===== config.mk =====
export PLATFORM = sky130hd
export DESIGN_NAME = instrument_status_summary
export DESIGN_NICKNAME = d
export VERILOG_FILES = /design/src/logic/status_pkg.sv /design/src/logic/event_reg_if.sv /design/src/logic/event_reg.sv /design/src/logic/instrument_status_summary.sv
export SDC_FILE = /design/constraint.sdc
export NUM_CORES = 1
export LEC_CHECK = 0
export ABC_AREA = 0
export BUFFER_PORTS_ARGS = -buffer_cell sky130_fd_sc_hd__buf_2
export CAP_MARGIN = 0
export CORE_MARGIN = 1.5
export CORE_UTILIZATION = 49
export CTS_BUF_LIST = sky130_fd_sc_hd__clkbuf_8 sky130_fd_sc_hd__clkbuf_16
export CTS_CLUSTER_SIZE = 20
export DETAILED_ROUTE_END_ITERATION = 7
export GPL_TIMING_DRIVEN = 0
export HOLD_SLACK_MARGIN = 0.08
export PLACE_DENSITY = 0.75
export SLEW_MARGIN = 20
export SYNTH_ARGS = -nofsm -noshare
export SYNTH_HDL_FRONTEND = slang
export SYNTH_SLANG_ARGS = --single-unit
export TNS_END_PERCENT = 5

===== constraint.sdc =====
create_clock -name sys_clk -period 1.2 [get_ports sys_clk]
set_input_delay 0.18 -clock sys_clk [delete_from_list [all_inputs] [get_ports sys_clk]]
set_output_delay 0.18 -clock sys_clk [all_outputs]
set_load 0.02 [all_outputs]

===== src/logic/status_pkg.sv =====
package status_pkg;

  // standard event bit positions
  localparam int unsigned SE_OPC_BIT    = 0;
  localparam int unsigned SE_REQCTL_BIT = 1;
  localparam int unsigned SE_QUERY_BIT  = 2;
  localparam int unsigned SE_DEV_BIT    = 3;
  localparam int unsigned SE_EXEC_BIT   = 4;
  localparam int unsigned SE_CMD_BIT    = 5;
  localparam int unsigned SE_USER_BIT   = 6;
  localparam int unsigned SE_PON_BIT    = 7;

  // status byte positions
  localparam int unsigned SB_SPARE_BIT = 1;
  localparam int unsigned SB_RQS_BIT   = 6;
  localparam int unsigned SB_OSB_BIT   = 7;

  // operation chain summary positions
  localparam int unsigned OPER_SUM_BIT  = 13;
  localparam int unsigned INSTR_SUM_BIT = 1;

  // operation state summary bit positions
  localparam int unsigned OSS_CAL_BIT   = 0;
  localparam int unsigned OSS_MEAS_BIT  = 4;
  localparam int unsigned OSS_TRIG_BIT  = 5;
  localparam int unsigned OSS_ARM_BIT   = 6;
  localparam int unsigned OSS_FILT_BIT  = 8;
  localparam int unsigned OSS_LIST_BIT  = 9;
  localparam int unsigned OSS_IDLE_BIT  = 10;

  // implemented-bit masks; others read zero, ignore writes
  localparam logic [7:0]  SRE_MASK   = 8'hbd;
  localparam logic [7:0]  SE_MASK    = 8'hbd;
  localparam logic [15:0] OPER_MASK  = 16'h2000;
  localparam logic [15:0] INSTR_MASK = 16'h0002;
  localparam logic [15:0] OSS_MASK   = 16'h0771;

  // reset values
  localparam logic [7:0]  SRE_RESET  = 8'h00;
  localparam logic [7:0]  SE_RESET   = 8'h80;
  localparam logic [15:0] EVT_RESET  = 16'h0000;

  // register selects on the command port
  typedef enum logic [2:0] {
    SEL_SRE   = 3'h0,
    SEL_SE    = 3'h1,
    SEL_OPER  = 3'h2,
    SEL_INSTR = 3'h3,
    SEL_OSS   = 3'h4,
    SEL_STB   = 3'h5
  } reg_sel_t;

  // transfer phase codes: idle, read, done
  typedef enum logic [1:0] {
    PH_IDLE = 2'b00,
    PH_RD   = 2'b01,
    PH_DONE = 2'b11
  } phase_t;

endpackage


===== src/logic/event_reg_if.sv =====
`timescale 1ns/100ps
interface event_reg_if;
  logic [15:0] events;
  logic [15:0] mask;
  logic        clear;
  logic        wr_en;
  logic [15:0] wr_data;
  logic [15:0] ev_q;
  logic [15:0] en_q;
  logic        summary;

  modport owner (input events, mask, clear, wr_en, wr_data, output ev_q, en_q, summary);
  modport user  (output events, mask, clear, wr_en, wr_data, input ev_q, en_q, summary);
endinterface


===== src/logic/event_reg.sv =====
`timescale 1ns/100ps
module event_reg
  import status_pkg::*;
#(
  parameter logic [15:0] EV_RESET = 16'h0000
) (
  input wire logic   sys_clk,
  input wire logic   rst_n,
  event_reg_if.owner bus
);

  typedef struct packed {
    logic [15:0] ev;
    logic [15:0] en;
  } state_t;

  state_t s_q;
  state_t s_d;

  always_comb begin
    s_d = s_q;
    if (bus.clear) begin
      s_d.ev = '0;
    end
    // set beats a clear in the same cycle
    s_d.ev = (s_d.ev | bus.events) & bus.mask;
    if (bus.wr_en) begin
      s_d.en = bus.wr_data & bus.mask;
    end
  end

  always_ff @(posedge sys_clk) begin
    if (!rst_n) begin
      s_q.ev <= EV_RESET;
      s_q.en <= EVT_RESET;
    end else begin
      s_q <= s_d;
    end
  end

  assign bus.ev_q    = s_q.ev;
  assign bus.en_q    = s_q.en;
  assign bus.summary = |(s_q.ev & s_q.en);

endmodule


===== src/logic/instrument_status_summary.sv =====
`timescale 1ns/100ps
// Behaviour
// - mask each summary bit with enable
// - or masked bits into request bit
// - enable mask clears at reset, zero write
// - enable mask written and read back
// - operation complete sets bit 0
// - request control bit 1 never set
// - empty-queue read sets bit 2
// - device fault sets bit 3
// - execution error sets bit 4
// - command errors set bit 5
// - power restore sets bit 7
// - operation register uses only bit 13
// - bit 13 from enabled instrument bit 1
// - instrument register uses only bit 1
// - calibration sets summary bit 0
// - measurement sets summary bit 4
// - trigger wait sets summary bit 5
// - arm wait sets summary bit 6
// - filter settled/off sets bit 8
// - running list sets bit 9
// - idle sets bit 10
// - events latch, reading clears them
// - summary when event and enable set
module instrument_status_summary
  import status_pkg::*;
(
  input  wire logic        sys_clk,
  input  wire logic        rst_n,
  input  wire logic        cmd_valid,
  input  wire logic        cmd_write,
  input  wire logic        cmd_enable,
  input  wire logic [2:0]  cmd_sel,
  input  wire logic [15:0] cmd_wdata,
  input  wire logic        clear_all,
  output logic             rsp_valid,
  output logic [15:0]      rsp_data,
  input  wire logic        op_complete,
  input  wire logic        query_empty,
  input  wire logic        device_fault,
  input  wire logic        exec_error,
  input  wire logic        syntax_error,
  input  wire logic        semantic_error,
  input  wire logic        get_error,
  input  wire logic        calibrating,
  input  wire logic        measuring,
  input  wire logic        trigger_wait,
  input  wire logic        arm_wait,
  input  wire logic        filter_settled,
  input  wire logic        filter_off,
  input  wire logic        list_running,
  input  wire logic        idle_state,
  input  wire logic        meas_summary,
  input  wire logic        error_avail,
  input  wire logic        quest_summary,
  input  wire logic        msg_avail,
  output logic [7:0]       status_byte,
  output logic             service_request
);

  typedef struct packed {
    logic [7:0]  service_request_enable;
    logic [7:0]  stb;
    logic        rqs;
    logic        rsp_v;
    logic [15:0] rsp;
    logic [7:0]  sync1;
    logic [7:0]  sync2;
    logic [6:0]  cond1;
    logic [6:0]  cond2;
  } state_t;

  state_t s_q;
  state_t s_d;

  event_reg_if se_if ();
  event_reg_if op_if ();
  event_reg_if in_if ();
  event_reg_if os_if ();

  logic rd_cmd;
  logic wr_cmd;

  // qualifiers go in as arguments so the assigns see every change
  assign rd_cmd = cmd_valid && !cmd_write && !cmd_enable;
  assign wr_cmd = cmd_valid && cmd_write && cmd_enable;

  // read of a given event register clears it
  function automatic logic read_hit(input logic go, input logic [2:0] sel, input reg_sel_t want);
    read_hit = go && (sel == want);
  endfunction

  function automatic logic wr_hit(input logic go, input logic [2:0] sel, input reg_sel_t want);
    wr_hit = go && (sel == want);
  endfunction

  logic [7:0]  se_events;
  logic [15:0] oss_events;
  logic [6:0]  cond;
  logic [7:0]  stb_raw;

  // pins from the instrument core are asynchronous here
  assign cond = s_q.cond2;

  always_comb begin
    se_events = '0;
    se_events[SE_OPC_BIT]   = s_q.sync2[0];
    se_events[SE_REQCTL_BIT] = 1'b0;
    se_events[SE_QUERY_BIT] = s_q.sync2[1];
    se_events[SE_DEV_BIT]   = s_q.sync2[2];
    se_events[SE_EXEC_BIT]  = s_q.sync2[3];
    se_events[SE_CMD_BIT]   = |s_q.sync2[6:4];
    // power-on flag comes from reset value
    se_events[SE_PON_BIT]   = 1'b0;
  end

  always_comb begin
    oss_events = '0;
    oss_events[OSS_CAL_BIT]  = cond[0];
    oss_events[OSS_MEAS_BIT] = cond[1];
    oss_events[OSS_TRIG_BIT] = cond[2];
    oss_events[OSS_ARM_BIT]  = cond[3];
    oss_events[OSS_FILT_BIT] = cond[4];
    oss_events[OSS_LIST_BIT] = cond[5];
    oss_events[OSS_IDLE_BIT] = cond[6];
  end

  assign se_if.events  = {8'h00, se_events};
  assign se_if.mask    = {8'h00, SE_MASK};
  assign se_if.clear   = clear_all | read_hit(rd_cmd, cmd_sel, SEL_SE);
  assign se_if.wr_en   = wr_hit(wr_cmd, cmd_sel, SEL_SE);
  assign se_if.wr_data = cmd_wdata;

  // stale lower summary must not refill a level that clear_all empties
  // only bit 13 of the top register
  // bit 13 from enabled instrument summary
  assign op_if.events  = {2'b00, in_if.summary & !clear_all, 13'h0000};
  assign op_if.mask    = OPER_MASK;
  assign op_if.clear   = clear_all | read_hit(rd_cmd, cmd_sel, SEL_OPER);
  assign op_if.wr_en   = wr_hit(wr_cmd, cmd_sel, SEL_OPER);
  assign op_if.wr_data = cmd_wdata;

  // only bit 1 of the instrument register
  assign in_if.events  = {14'h0000, os_if.summary & !clear_all, 1'b0};
  assign in_if.mask    = INSTR_MASK;
  assign in_if.clear   = clear_all | read_hit(rd_cmd, cmd_sel, SEL_INSTR);
  assign in_if.wr_en   = wr_hit(wr_cmd, cmd_sel, SEL_INSTR);
  assign in_if.wr_data = cmd_wdata;

  assign os_if.events  = oss_events;
  assign os_if.mask    = OSS_MASK;
  assign os_if.clear   = clear_all | read_hit(rd_cmd, cmd_sel, SEL_OSS);
  assign os_if.wr_en   = wr_hit(wr_cmd, cmd_sel, SEL_OSS);
  assign os_if.wr_data = cmd_wdata;

  event_reg #(.EV_RESET({8'h00, SE_RESET})) u_std (
    .sys_clk (sys_clk),
    .rst_n   (rst_n),
    .bus     (se_if)
  );

  event_reg #(.EV_RESET(EVT_RESET)) u_oper (
    .sys_clk (sys_clk),
    .rst_n   (rst_n),
    .bus     (op_if)
  );

  event_reg #(.EV_RESET(EVT_RESET)) u_instr (
    .sys_clk (sys_clk),
    .rst_n   (rst_n),
    .bus     (in_if)
  );

  event_reg #(.EV_RESET(EVT_RESET)) u_oss (
    .sys_clk (sys_clk),
    .rst_n   (rst_n),
    .bus     (os_if)
  );

  // summary bits do not latch; rebuilt each cycle
  always_comb begin
    stb_raw = '0;
    stb_raw[0] = s_q.sync2[7];
    stb_raw[2] = error_avail;
    stb_raw[3] = quest_summary;
    stb_raw[4] = msg_avail;
    stb_raw[5] = se_if.summary;
    stb_raw[SB_OSB_BIT] = op_if.summary;
  end

  always_comb begin
    s_d       = s_q;
    s_d.sync1 = {meas_summary, get_error, semantic_error, syntax_error,
                 exec_error, device_fault, query_empty, op_complete};
    s_d.sync2 = s_q.sync1;
    s_d.cond1 = {idle_state, list_running, filter_settled | filter_off,
                 arm_wait, trigger_wait, measuring, calibrating};
    s_d.cond2 = s_q.cond1;
    if (cmd_valid && cmd_write && cmd_sel == SEL_SRE) begin
      s_d.service_request_enable = cmd_wdata[7:0] & SRE_MASK;
    end
    s_d.rqs = |(stb_raw & s_q.service_request_enable & SRE_MASK);
    s_d.stb = stb_raw;
    s_d.stb[SB_RQS_BIT] = s_d.rqs;
    s_d.rsp_v = cmd_valid && !cmd_write;
    s_d.rsp   = '0;
    if (cmd_valid && !cmd_write) begin
      unique case (cmd_sel)
        SEL_SRE:   s_d.rsp = {8'h00, s_q.service_request_enable};
        SEL_SE:    s_d.rsp = cmd_enable ? se_if.en_q : se_if.ev_q;
        SEL_OPER:  s_d.rsp = cmd_enable ? op_if.en_q : op_if.ev_q;
        SEL_INSTR: s_d.rsp = cmd_enable ? in_if.en_q : in_if.ev_q;
        SEL_OSS:   s_d.rsp = cmd_enable ? os_if.en_q : os_if.ev_q;
        SEL_STB:   s_d.rsp = {8'h00, s_q.stb};
        // unmapped selects answer zero
        default:   s_d.rsp = '0;
      endcase
    end
  end

  always_ff @(posedge sys_clk) begin
    if (!rst_n) begin
      s_q <= '0;
    end else begin
      s_q <= s_d;
    end
  end

  assign rsp_valid       = s_q.rsp_v;
  assign rsp_data        = s_q.rsp;
  assign status_byte     = s_q.stb;
  assign service_request = s_q.rqs;

endmodule


==> impl_metrics.tcl, run 1 <==
set metrics [dict create \
    wire_per_inst_um 14.3 \
    crit_chain "buf_4 -> buf_2" \
    synth_top_area_share 0.509 \
    cp-endpoint "status_byte[6]" \
    dp_hpwl_um 5310 \
    path_clk_slew_ns 0.08 \
    worst_pin_slew_ns 0.534 \
    required_ns 1.02 \
    grt_max_degree 15 \
    finalCritPeriodShare 0.961 \
    async_flop_share 0 \
    clock.fmax_ghz 0.867 \
    p_clk_frac 0.428 \
    power_density_mw_per_mm2 1420 \
    chipWidth_um 86.1 \
    fin_util 0.637 \
    ys_seq_elements 86 \
    p_int_uw 4760 \
    p_total_uw 6070 \
    pwr-share-seq 0.490 \
    arrival_ns 0.97 \
    gr-usage-all-layers 0.211 \
    slowest_delay_ns 0.36 \
    syn_to_final_growth_pct 26.6 \
    final_cell_mix "dfxtp_1 (85), buf_2 (63), and2_1 (33), a21oi_1 (32), buf_4 (28)" \
    cp-startpoint "status_byte[6]$_SDFF_PN0_" \
    vias 2741 \
    yosysSeqAreaShare 0.509 \
    overflow 0 \
    max-slew-margin-rel 0.642 \
    first_pass_iters 5 \
    antenna_found_initial 0 \
    antennaDiodeCount 0 \
    die_h_um 86.1 \
    synth_cell_type_count 41 \
    ant_nets 0 \
    io_buffers 59 \
    fp-row-count 30 \
    netlist_top_cells_area "dfxtp_1 (51%), buf_4 (6.2%), and2_1 (6.1%)" \
    drc 0 \
    place.gp.congestion 0.882 \
    grt_pass1_wl_um 11900 \
    layout_commonest_cell "dfxtp_1" \
    max_cap_violations 0 \
    cts_buffer_depth 2 \
    cp-start-kind "flop" \
    clkLatencyLatePin_ns 0.35 \
    grt_pass1_vias 2405 \
    root_buffer "clkbuf_8" \
    irDropWorstVdd_uv 764 \
    report.final.setup_viol 0 \
    hold_path_class "primary input to flop" \
    htreeDepth 3 \
    synth_edf_count 0 \
    yosysTopAreaCell "dfxtp_1" \
    cpLargestDelayFamily "flip-flops" \
    synth_area_mm2 0.00338 \
    synth_cells 348 \
    period_minus_slack_ns 1.15 \
    ff2ff_path_depth 3 \
    status "finished clean" \
    clock-sinks 86 \
    cp_slowest_cell "dfxtp_1" \
    r2r_start "u_std.bus.en_q[2]$_SDFFE_PN0P_" \
    ys_warn_count 0 \
    p_sw_uw 1310 \
    drt_iter0_drc 197 \
    rsz0062_at_grt "no" \
    cts_tree "built" \
    synthFlopType "dfxtp_1" \
    core_area_mm2 0.00672 \
    routed_wl_um 7550 \
    power_frac_comb 0.082 \
    syn_area_per_cell_um2 9.71 \
    worstSetupEndpointType "output port" \
    die-area_mm2 0.00741 \
    top_level_ports 70 \
    r2r_slack_ns 0.10 \
    hold_viol_final 0 \
    cts_buffers 9 \
    crit_fanout 3 \
    layout-drive-gt1-share 0.269 \
    leakage_uw 0.00181 \
    path_depth 2 \
    finalMaxSlewViolations 0 \
    start_util 0.503 \
    netSwitchingFraction 0.216 \
    nets 488 \
    crit_type "flop to output port" \
    vias_per_cell 5.18 \
    hold_depth 3 \
    r2r-end "rsp_data[2]$_SDFF_PN0_" \
    critPathBufInv 2 \
    fin_worst_skew_ns 0.00640 \
]
## cells by family after synthesis
group,after synthesis,share of synthesized area
mux,15,0.0463
simple gates,108,0.190
compound gates,92,0.168
flops,86,0.509
buf+inv,46,0.0859
other cells,1,0.00111
## metal layers
layer / up-vias / share of wire / track usage
met5: - / 0 / 0
met4: 0 / 0.039 / 0.111
met3: 25 / 0.045 / 0.0414
met2: 97 / 0.45 / 0.339
met1: 1236 / 0.46 / 0.268
li1: 1383 / - / -
## Yosys cell counts (2+ instances only)
| cell type | instances |
|---|---|
| dfxtp_1 | 86 |
| and2_1 | 33 |
| a21oi_1 | 32 |
| buf_4 | 28 |
| o21ai_0 | 25 |
| nand3_1 | 24 |
| nand2b_1 | 12 |
| mux2i_1 | 10 |
| nor2_1 | 10 |
| clkbuf_1 | 8 |
| nand2_1 | 7 |
| o21a_1 | 7 |
| a22o_1 | 6 |
| a22oi_1 | 5 |
| mux2_2 | 5 |
| a211o_1 | 4 |
| buf_2 | 4 |
| inv_1 | 4 |
| o211ai_1 | 4 |
| and3_1 | 3 |
| nor3_1 | 3 |
| nor3b_2 | 3 |
| or3b_1 | 3 |
| a221oi_1 | 2 |
| a31oi_1 | 2 |
| nand3b_1 | 2 |
| nor2b_1 | 2 |
## worst min-delay path by stage
stage	startpoint	slack [ns]	endpoint
detailed placement	measuring	0.39	s_d[1]$_SDFF_PN0_
global placement	get_error	0.39	s_d[20]$_SDFF_PN0_
finish	cmd_wdata[10]	0.09	u_oss.bus.en_q[10]$_SDFFE_PN0P_
floorplan	filter_settled	0.30	s_d[4]$_SDFF_PN0_
global route	cmd_wdata[10]	0.08	u_oss.bus.en_q[10]$_SDFFE_PN0P_
CTS	cmd_wdata[10]	0.08	u_oss.bus.en_q[10]$_SDFFE_PN0P_
## state kept, by name, summed over array words and instances, names as in the netlist
name and cells:
s_q 13, u_oper.bus.ev_q 1, cond 7, u_instr.bus.en_q 1, u_oper.bus.en_q 1, s_d 16
rsp_data 12, u_std.bus.ev_q 6, u_std.bus.en_q 6, status_byte 7, u_instr.bus.ev_q 1, u_oss.bus.en_q 7
u_oss.bus.ev_q 7, rsp_valid 1
## metrics by stage
stage / hold WS, ns / TNS (ns) / instances / worst slack [ns] / cell area (um^2)
after floorplan: 0.296 / 0 / 352 / 0.0183 / 3400
after global placement: 0.388 / -7.84 / 491 / -0.183 / 3790
after detailed placement: 0.388 / -8.87 / 491 / -0.217 / 3790
after CTS: 0.0818 / 0 / 529 / 0.0330 / 4270
after global routing: 0.0836 / 0 / 529 / 0.0133 / 4280
final: 0.0881 / 0 / 529 / 0.0469 / 4280
## repair_timing
action | in CTS | in global routing
endpoints found under the setup margin | 0 | 1
setup buffers | 0 | 0
hold buffers | 22 | 0
endpoints found under the hold margin | 21 | 0
resized for setup | 0 | 2
## worst reg2reg max path: stages (launching register included)
cell	delay, ns
dfxtp_1	0.35
mux2i_1	0.10
a211o_1	0.33
a221oi_2	0.24
## power by group through the flow
stage | clock network (uW) | logic [uW] | registers [uW]
3_3_place_gp | 0 | 433 | 3040
2_1_floorplan | 0 | 276 | 3030
6_report | 2590 | 499 | 2970
3_5_place_dp | 0 | 439 | 3040
5_1_grt | 2750 | 543 | 2980
4_1_cts | 2610 | 494 | 2970
## final cells by class
cell class	instances	area [um^2]
Buffer	42	275
Inverter	4	15.0
Clock buffer	9	124
Sequential cell	86	1720
Fill cell	565	2440
Timing Repair Buffer	81	515
Multi-Input combinational cell	220	1390
Clock inverter	7	138
Tap cell	80	100
(Power assumes the default switching activity.)
==> inputs of run 2 (changes only) <==
--- a/config.mk
+++ b/config.mk
@@ -14,8 +14,8 @@
 export CTS_CLUSTER_SIZE = 20
 export DETAILED_ROUTE_END_ITERATION = 7
 export GPL_TIMING_DRIVEN = 0
-export HOLD_SLACK_MARGIN = 0.08
-export PLACE_DENSITY = 0.75
+export HOLD_SLACK_MARGIN = 0.03
+export PLACE_DENSITY_LB_ADDON = 0.12
 export SLEW_MARGIN = 20
 export SYNTH_ARGS = -nofsm -noshare
 export SYNTH_HDL_FRONTEND = slang
==> impl_metrics.tcl, run 2 (synthesized netlist as in run 1, its figures left out) <==
set metrics [dict create \
    ant_nets 0 \
    gr-usage-all-layers 0.221 \
    max-slew-margin-rel 0.626 \
    drc 0 \
    grt_pass1_wl_um 12400 \
    rsz0062_at_grt "no" \
    cts_tree "built" \
    required_ns 1.02 \
    pwr-share-seq 0.527 \
    slowest_delay_ns 0.37 \
    crit_fanout 3 \
    p_clk_frac 0.387 \
    final_cell_mix "dfxtp_1 (85), buf_2 (63), and2_1 (33), a21oi_1 (32), buf_4 (28)" \
    nets 483 \
    vias_per_cell 5.15 \
    path_clk_slew_ns 0.08 \
    critPathBufInv 2 \
    clkLatencyLatePin_ns 0.35 \
    p_total_uw 5640 \
    crit_type "flop to output port" \
    layoutNonFillerInstCount 524 \
    die_h_um 86.1 \
    syn_to_final_growth_pct 23.5 \
    irDropWorstVdd_uv 1010 \
    clock.fmax_ghz 0.867 \
    netSwitchingFraction 0.233 \
    status "finished clean" \
    hold_viol_final 0 \
    timing.setup.tns_ns 0 \
    place.gp.congestion 0.888 \
    worst_pin_slew_ns 0.558 \
    grt_max_degree 15 \
    clock-sinks 86 \
    dp_hpwl_um 5410 \
    max_cap_violations 0 \
    root_buffer "clkbuf_8" \
    fin_util 0.622 \
    fin_worst_skew_ns 0.00491 \
    layout-drive-gt1-share 0.270 \
    routed_wl_um 7610 \
    finalMaxSlewViolations 0 \
    htreeDepth 3 \
    power_frac_comb 0.086 \
    report.final.setup_viol 0 \
    fin_hold_ws_ns 0.0419 \
    vias 2698 \
    leakage_uw 0.00177 \
    core_area_mm2 0.00672 \
    die-area_mm2 0.00741 \
    antenna_found_initial 0 \
    first_pass_iters 4 \
    power_density_mw_per_mm2 1350 \
    cts_buffer_depth 2 \
    top_level_ports 70 \
    p_int_uw 4320 \
    largest_reg_flops 16 \
    p_sw_uw 1320 \
    drt_iter0_drc 181 \
    finalCritPeriodShare 0.961 \
    cts_setup_buffers 0 \
    worstSetupEndpointType "output port" \
    dp.cells 491 \
    cts_buffers 9 \
    wire_per_inst_um 14.5 \
    cpLargestDelayFamily "flip-flops" \
    hold_path_class "primary input to flop" \
    cp-start-kind "flop" \
    crit_chain "buf_4 -> buf_2" \
    layout_commonest_cell "dfxtp_1" \
    period_minus_slack_ns 1.15 \
    antennaDiodeCount 0 \
    grt_pass1_vias 2518 \
    chipWidth_um 86.1 \
    fp-row-count 30 \
    arrival_ns 0.97 \
    cp_slowest_cell "dfxtp_1" \
    overflow 0 \
    io_buffers 59 \
    start_util 0.503 \
]
==> run 2: changes by cell type in the layout (fill, tap and decap cells not counted) <==
cell	change
clkinvlp_4	+1
bufinv_16	-2
a221oi_2	-1
a221oi_1	+1
dlygate4sd3_1	-5
clkinv_2	+1
==> run 2: routing by layer <==
layer / vias up / GRT usage / share of wire / wire length [um]
li1: 1371 / - / - / -
met1: 1238 / 0.275 / 0.45 / 3420
met2: 71 / 0.375 / 0.48 / 3660
met3: 18 / 0.0356 / 0.042 / 319
met4: 0 / 0.104 / 0.027 / 204
met5: - / 0 / 0 / 0
==> run 2: timing repair <==
action                     4_1_cts  5_1_grt
hold endpoints to repair        16        0
hold buffers                    17        0
setup endpoints to repair        0        1
resized for setup                0        1
==> run 2: power by group through the flow <==
| stage | Clock [uW] | Sequential (uW) | Combinational, uW |
|---|---|---|---|
| 6_report | 2180 | 2970 | 482 |
| 5_1_grt | 2340 | 2980 | 529 |
| 3_3_place_gp | 0 | 3040 | 432 |
| 2_1_floorplan | 0 | 3030 | 276 |
| 3_5_place_dp | 0 | 3040 | 437 |
| 4_1_cts | 2210 | 2970 | 480 |
==> run 2: path summary, 6_finish.rpt <==
kind | startpoint | to | slack (ns) | cells past startpoint
worst min register to register | s_d[19]$_SDFF_PN0_ | s_q[19]$_SDFF_PN0_ | 0.44 | 1
worst min-delay path | error_avail | status_byte[2]$_SDFF_PN0_ | 0.04 | 2
worst max-delay path | status_byte[6]$_SDFF_PN0_ | status_byte[6] | 0.05 | 2
worst max register to register | u_std.bus.en_q[2]$_SDFFE_PN0P_ | rsp_data[2]$_SDFF_PN0_ | 0.09 | 3
==> run 2: layout make-up <==
class	count	area (um^2)
multi-input combinational	220	1380
tap	80	100
clock buffer	9	124
fill	603	2540
timing repair buffer	76	465
inverter	4	15.0
clock inverter	7	90.1
sequential	86	1720
buffer	42	275
==> run 2: worst reg2reg max path, cell delays in order, from the launching register on <==
cell and delay, ns:
dfxtp_1 0.35, mux2i_1 0.10, a211o_1 0.32, a221oi_1 0.26
==> run 2: through the flow <==
step / worst slack (ns) / cell area (um^2)
3_5_place_dp: -0.218 / 3790
3_3_place_gp: -0.204 / 3790
6_report: 0.0464 / 4180
5_1_grt: 0.00546 / 4180
4_1_cts: 0.0297 / 4180
2_1_floorplan: 0.0183 / 3400
==> inputs of run 3 (changes only) <==
--- a/config.mk
+++ b/config.mk
@@ -9,7 +9,7 @@
 export BUFFER_PORTS_ARGS = -buffer_cell sky130_fd_sc_hd__buf_2
 export CAP_MARGIN = 0
 export CORE_MARGIN = 1.5
-export CORE_UTILIZATION = 49
+export CORE_UTILIZATION = 50
 export CTS_BUF_LIST = sky130_fd_sc_hd__clkbuf_8 sky130_fd_sc_hd__clkbuf_16
 export CTS_CLUSTER_SIZE = 20
 export DETAILED_ROUTE_END_ITERATION = 7
==> constraint.sdc (replaced) <==
create_clock -name sys_clk -period 1.4 [get_ports sys_clk]
set_input_delay 0.21 -clock sys_clk [delete_from_list [all_inputs] [get_ports sys_clk]]
set_output_delay 0.21 -clock sys_clk [all_outputs]
set_load 0.02 [all_outputs]
==> impl_metrics.tcl, run 3 (synthesized netlist as in run 1, its figures left out) <==
set metrics [dict create \
    htreeDepth 3 \
    first_pass_iters 7 \
    hold_viol_final 0 \
    met2_usage 0.344 \
    wire_per_inst_um 14.6 \
    path_clk_slew_ns 0.08 \
    pwr-share-seq 0.518 \
    layout-drive-gt1-share 0.275 \
    worst_slack_ns 0.224 \
    finalCritPeriodShare 0.840 \
    syn_to_final_growth_pct 18.7 \
    fin_worst_skew_ns 0.0132 \
    die_h_um 85.2 \
    max-slew-margin-rel 0.634 \
    vias 2686 \
    crit_type "flop to output port" \
    post_cts_resized 0 \
    layout_commonest_cell "dfxtp_1" \
    clock.fmax_ghz 0.850 \
    irDropWorstVdd_uv 667 \
    hold_depth 2 \
    final_cell_area_mm2 0.00401 \
    cts_buffer_depth 2 \
    cts_tree "built" \
    drc 4 \
    worst_pin_slew_ns 0.547 \
    gr-usage-all-layers 0.214 \
    clkLatencyLatePin_ns 0.36 \
    status "complete, but fails checks" \
    antennaDiodeCount 0 \
    nets 466 \
    die-area_mm2 0.00726 \
    grt_pass1_vias 2501 \
    antenna_found_initial 0 \
    overflow 0 \
    ant_nets 0 \
    met3_usage 0.0438 \
    report.final.setup_viol 0 \
    routed_wl_um 7310 \
    final_cell_mix "dfxtp_1 (86), buf_2 (63), and2_1 (33), a21oi_1 (32), buf_4 (28)" \
    timing.setup.tns_ns 0 \
    cts_buffers 9 \
    grt_pass1_wl_um 11800 \
    io_buffers 59 \
    dp_slack_ns -0.0483 \
    cts_setup_buffers 0 \
    dp_hpwl_um 5390 \
    leakage_uw 0.00170 \
    use_met1 0.264 \
    fin_util 0.621 \
    clock-sinks 86 \
    worstSetupEndpointType "output port" \
    largest_reg_flops 16 \
    cp-start-kind "flop" \
    finalMaxSlewViolations 0 \
    fin_hold_ws_ns 0.0619 \
    place.gp.congestion 0.932 \
    power_frac_comb 0.076 \
    required_ns 1.19 \
    vias_per_cell 5.35 \
    power_density_mw_per_mm2 1230 \
    ff2ff_path_depth 3 \
    top_level_ports 70 \
    p_sw_uw 1080 \
    fp-row-count 29 \
    max_cap_violations 0 \
    hold_path_class "primary input to flop" \
    placed_cell_area_mm2 0.00379 \
    drt_iter0_drc 152 \
    period_minus_slack_ns 1.18 \
    p_clk_frac 0.405 \
    p_int_uw 3840 \
    violations "design-rule violations" \
    netSwitchingFraction 0.219 \
    crit_fanout 3 \
    chipWidth_um 85.2 \
    core_area_mm2 0.00646 \
    cts_hold_buffers 0 \
    rsz0062_at_grt "no" \
    arrival_ns 0.97 \
    grt_max_degree 14 \
    root_buffer "clkbuf_8" \
    start_util 0.523 \
    busiest_layer "met2" \
]
==> run 3: cell types whose count changed in the layout (fill, tap and decap cells not counted), sizes merged <==
cell	before	now
dlygate4sd3	17	0
clkinv	3	0
bufinv	2	3
==> run 3: worst paths after layout <==
kind	start	endpoint	slack, ns
setup / recovery	status_byte[6]$_SDFF_PN0_	status_byte[6]	0.22
hold / removal	semantic_error	s_d[19]$_SDFF_PN0_	0.06
setup reg to reg	u_std.bus.ev_q[2]$_SDFF_PN0_	rsp_data[2]$_SDFF_PN0_	0.28
hold reg to reg	s_d[20]$_SDFF_PN0_	s_q[20]$_SDFF_PN0_	0.44
==> run 3: stage by stage <==
stage          instances  total power (uW)
2_1_floorplan        352              2830
3_3_place_gp         488              2970
3_5_place_dp         488              2980
4_1_cts              502              4940
5_1_grt              502              5110
6_report             502              4920
==> run 3: worst max-delay path: stages (launching register included) <==
cell     delay (ns)
dfxtp_1        0.36
buf_4          0.11
buf_2          0.15
==> run 3: power groups by stage <==
stage	Clock, uW	Combinational, uW	Sequential [uW]
floorplan	0	236	2600
global placement	0	371	2600
detailed placement	0	376	2610
CTS	2020	376	2550
global route	2140	412	2560
finish	1990	376	2550
==> run 3: layout make-up <==
type                       instances  area (um^2)
clock buffer                       9          124
inverter                           4         15.0
tap                               77         96.3
buffer                            42          275
clock inverter                     5          101
multi-input combinational        220         1380
timing repair buffer              59          295
sequential                        86         1720
fill                             578         2450
==> run 3: layer usage <==
layer / part of all wire / wire length (um)
met1: 0.45 / 3300
met3: 0.048 / 349
met4: 0.035 / 253
met2: 0.47 / 3400
met5: 0 / 0
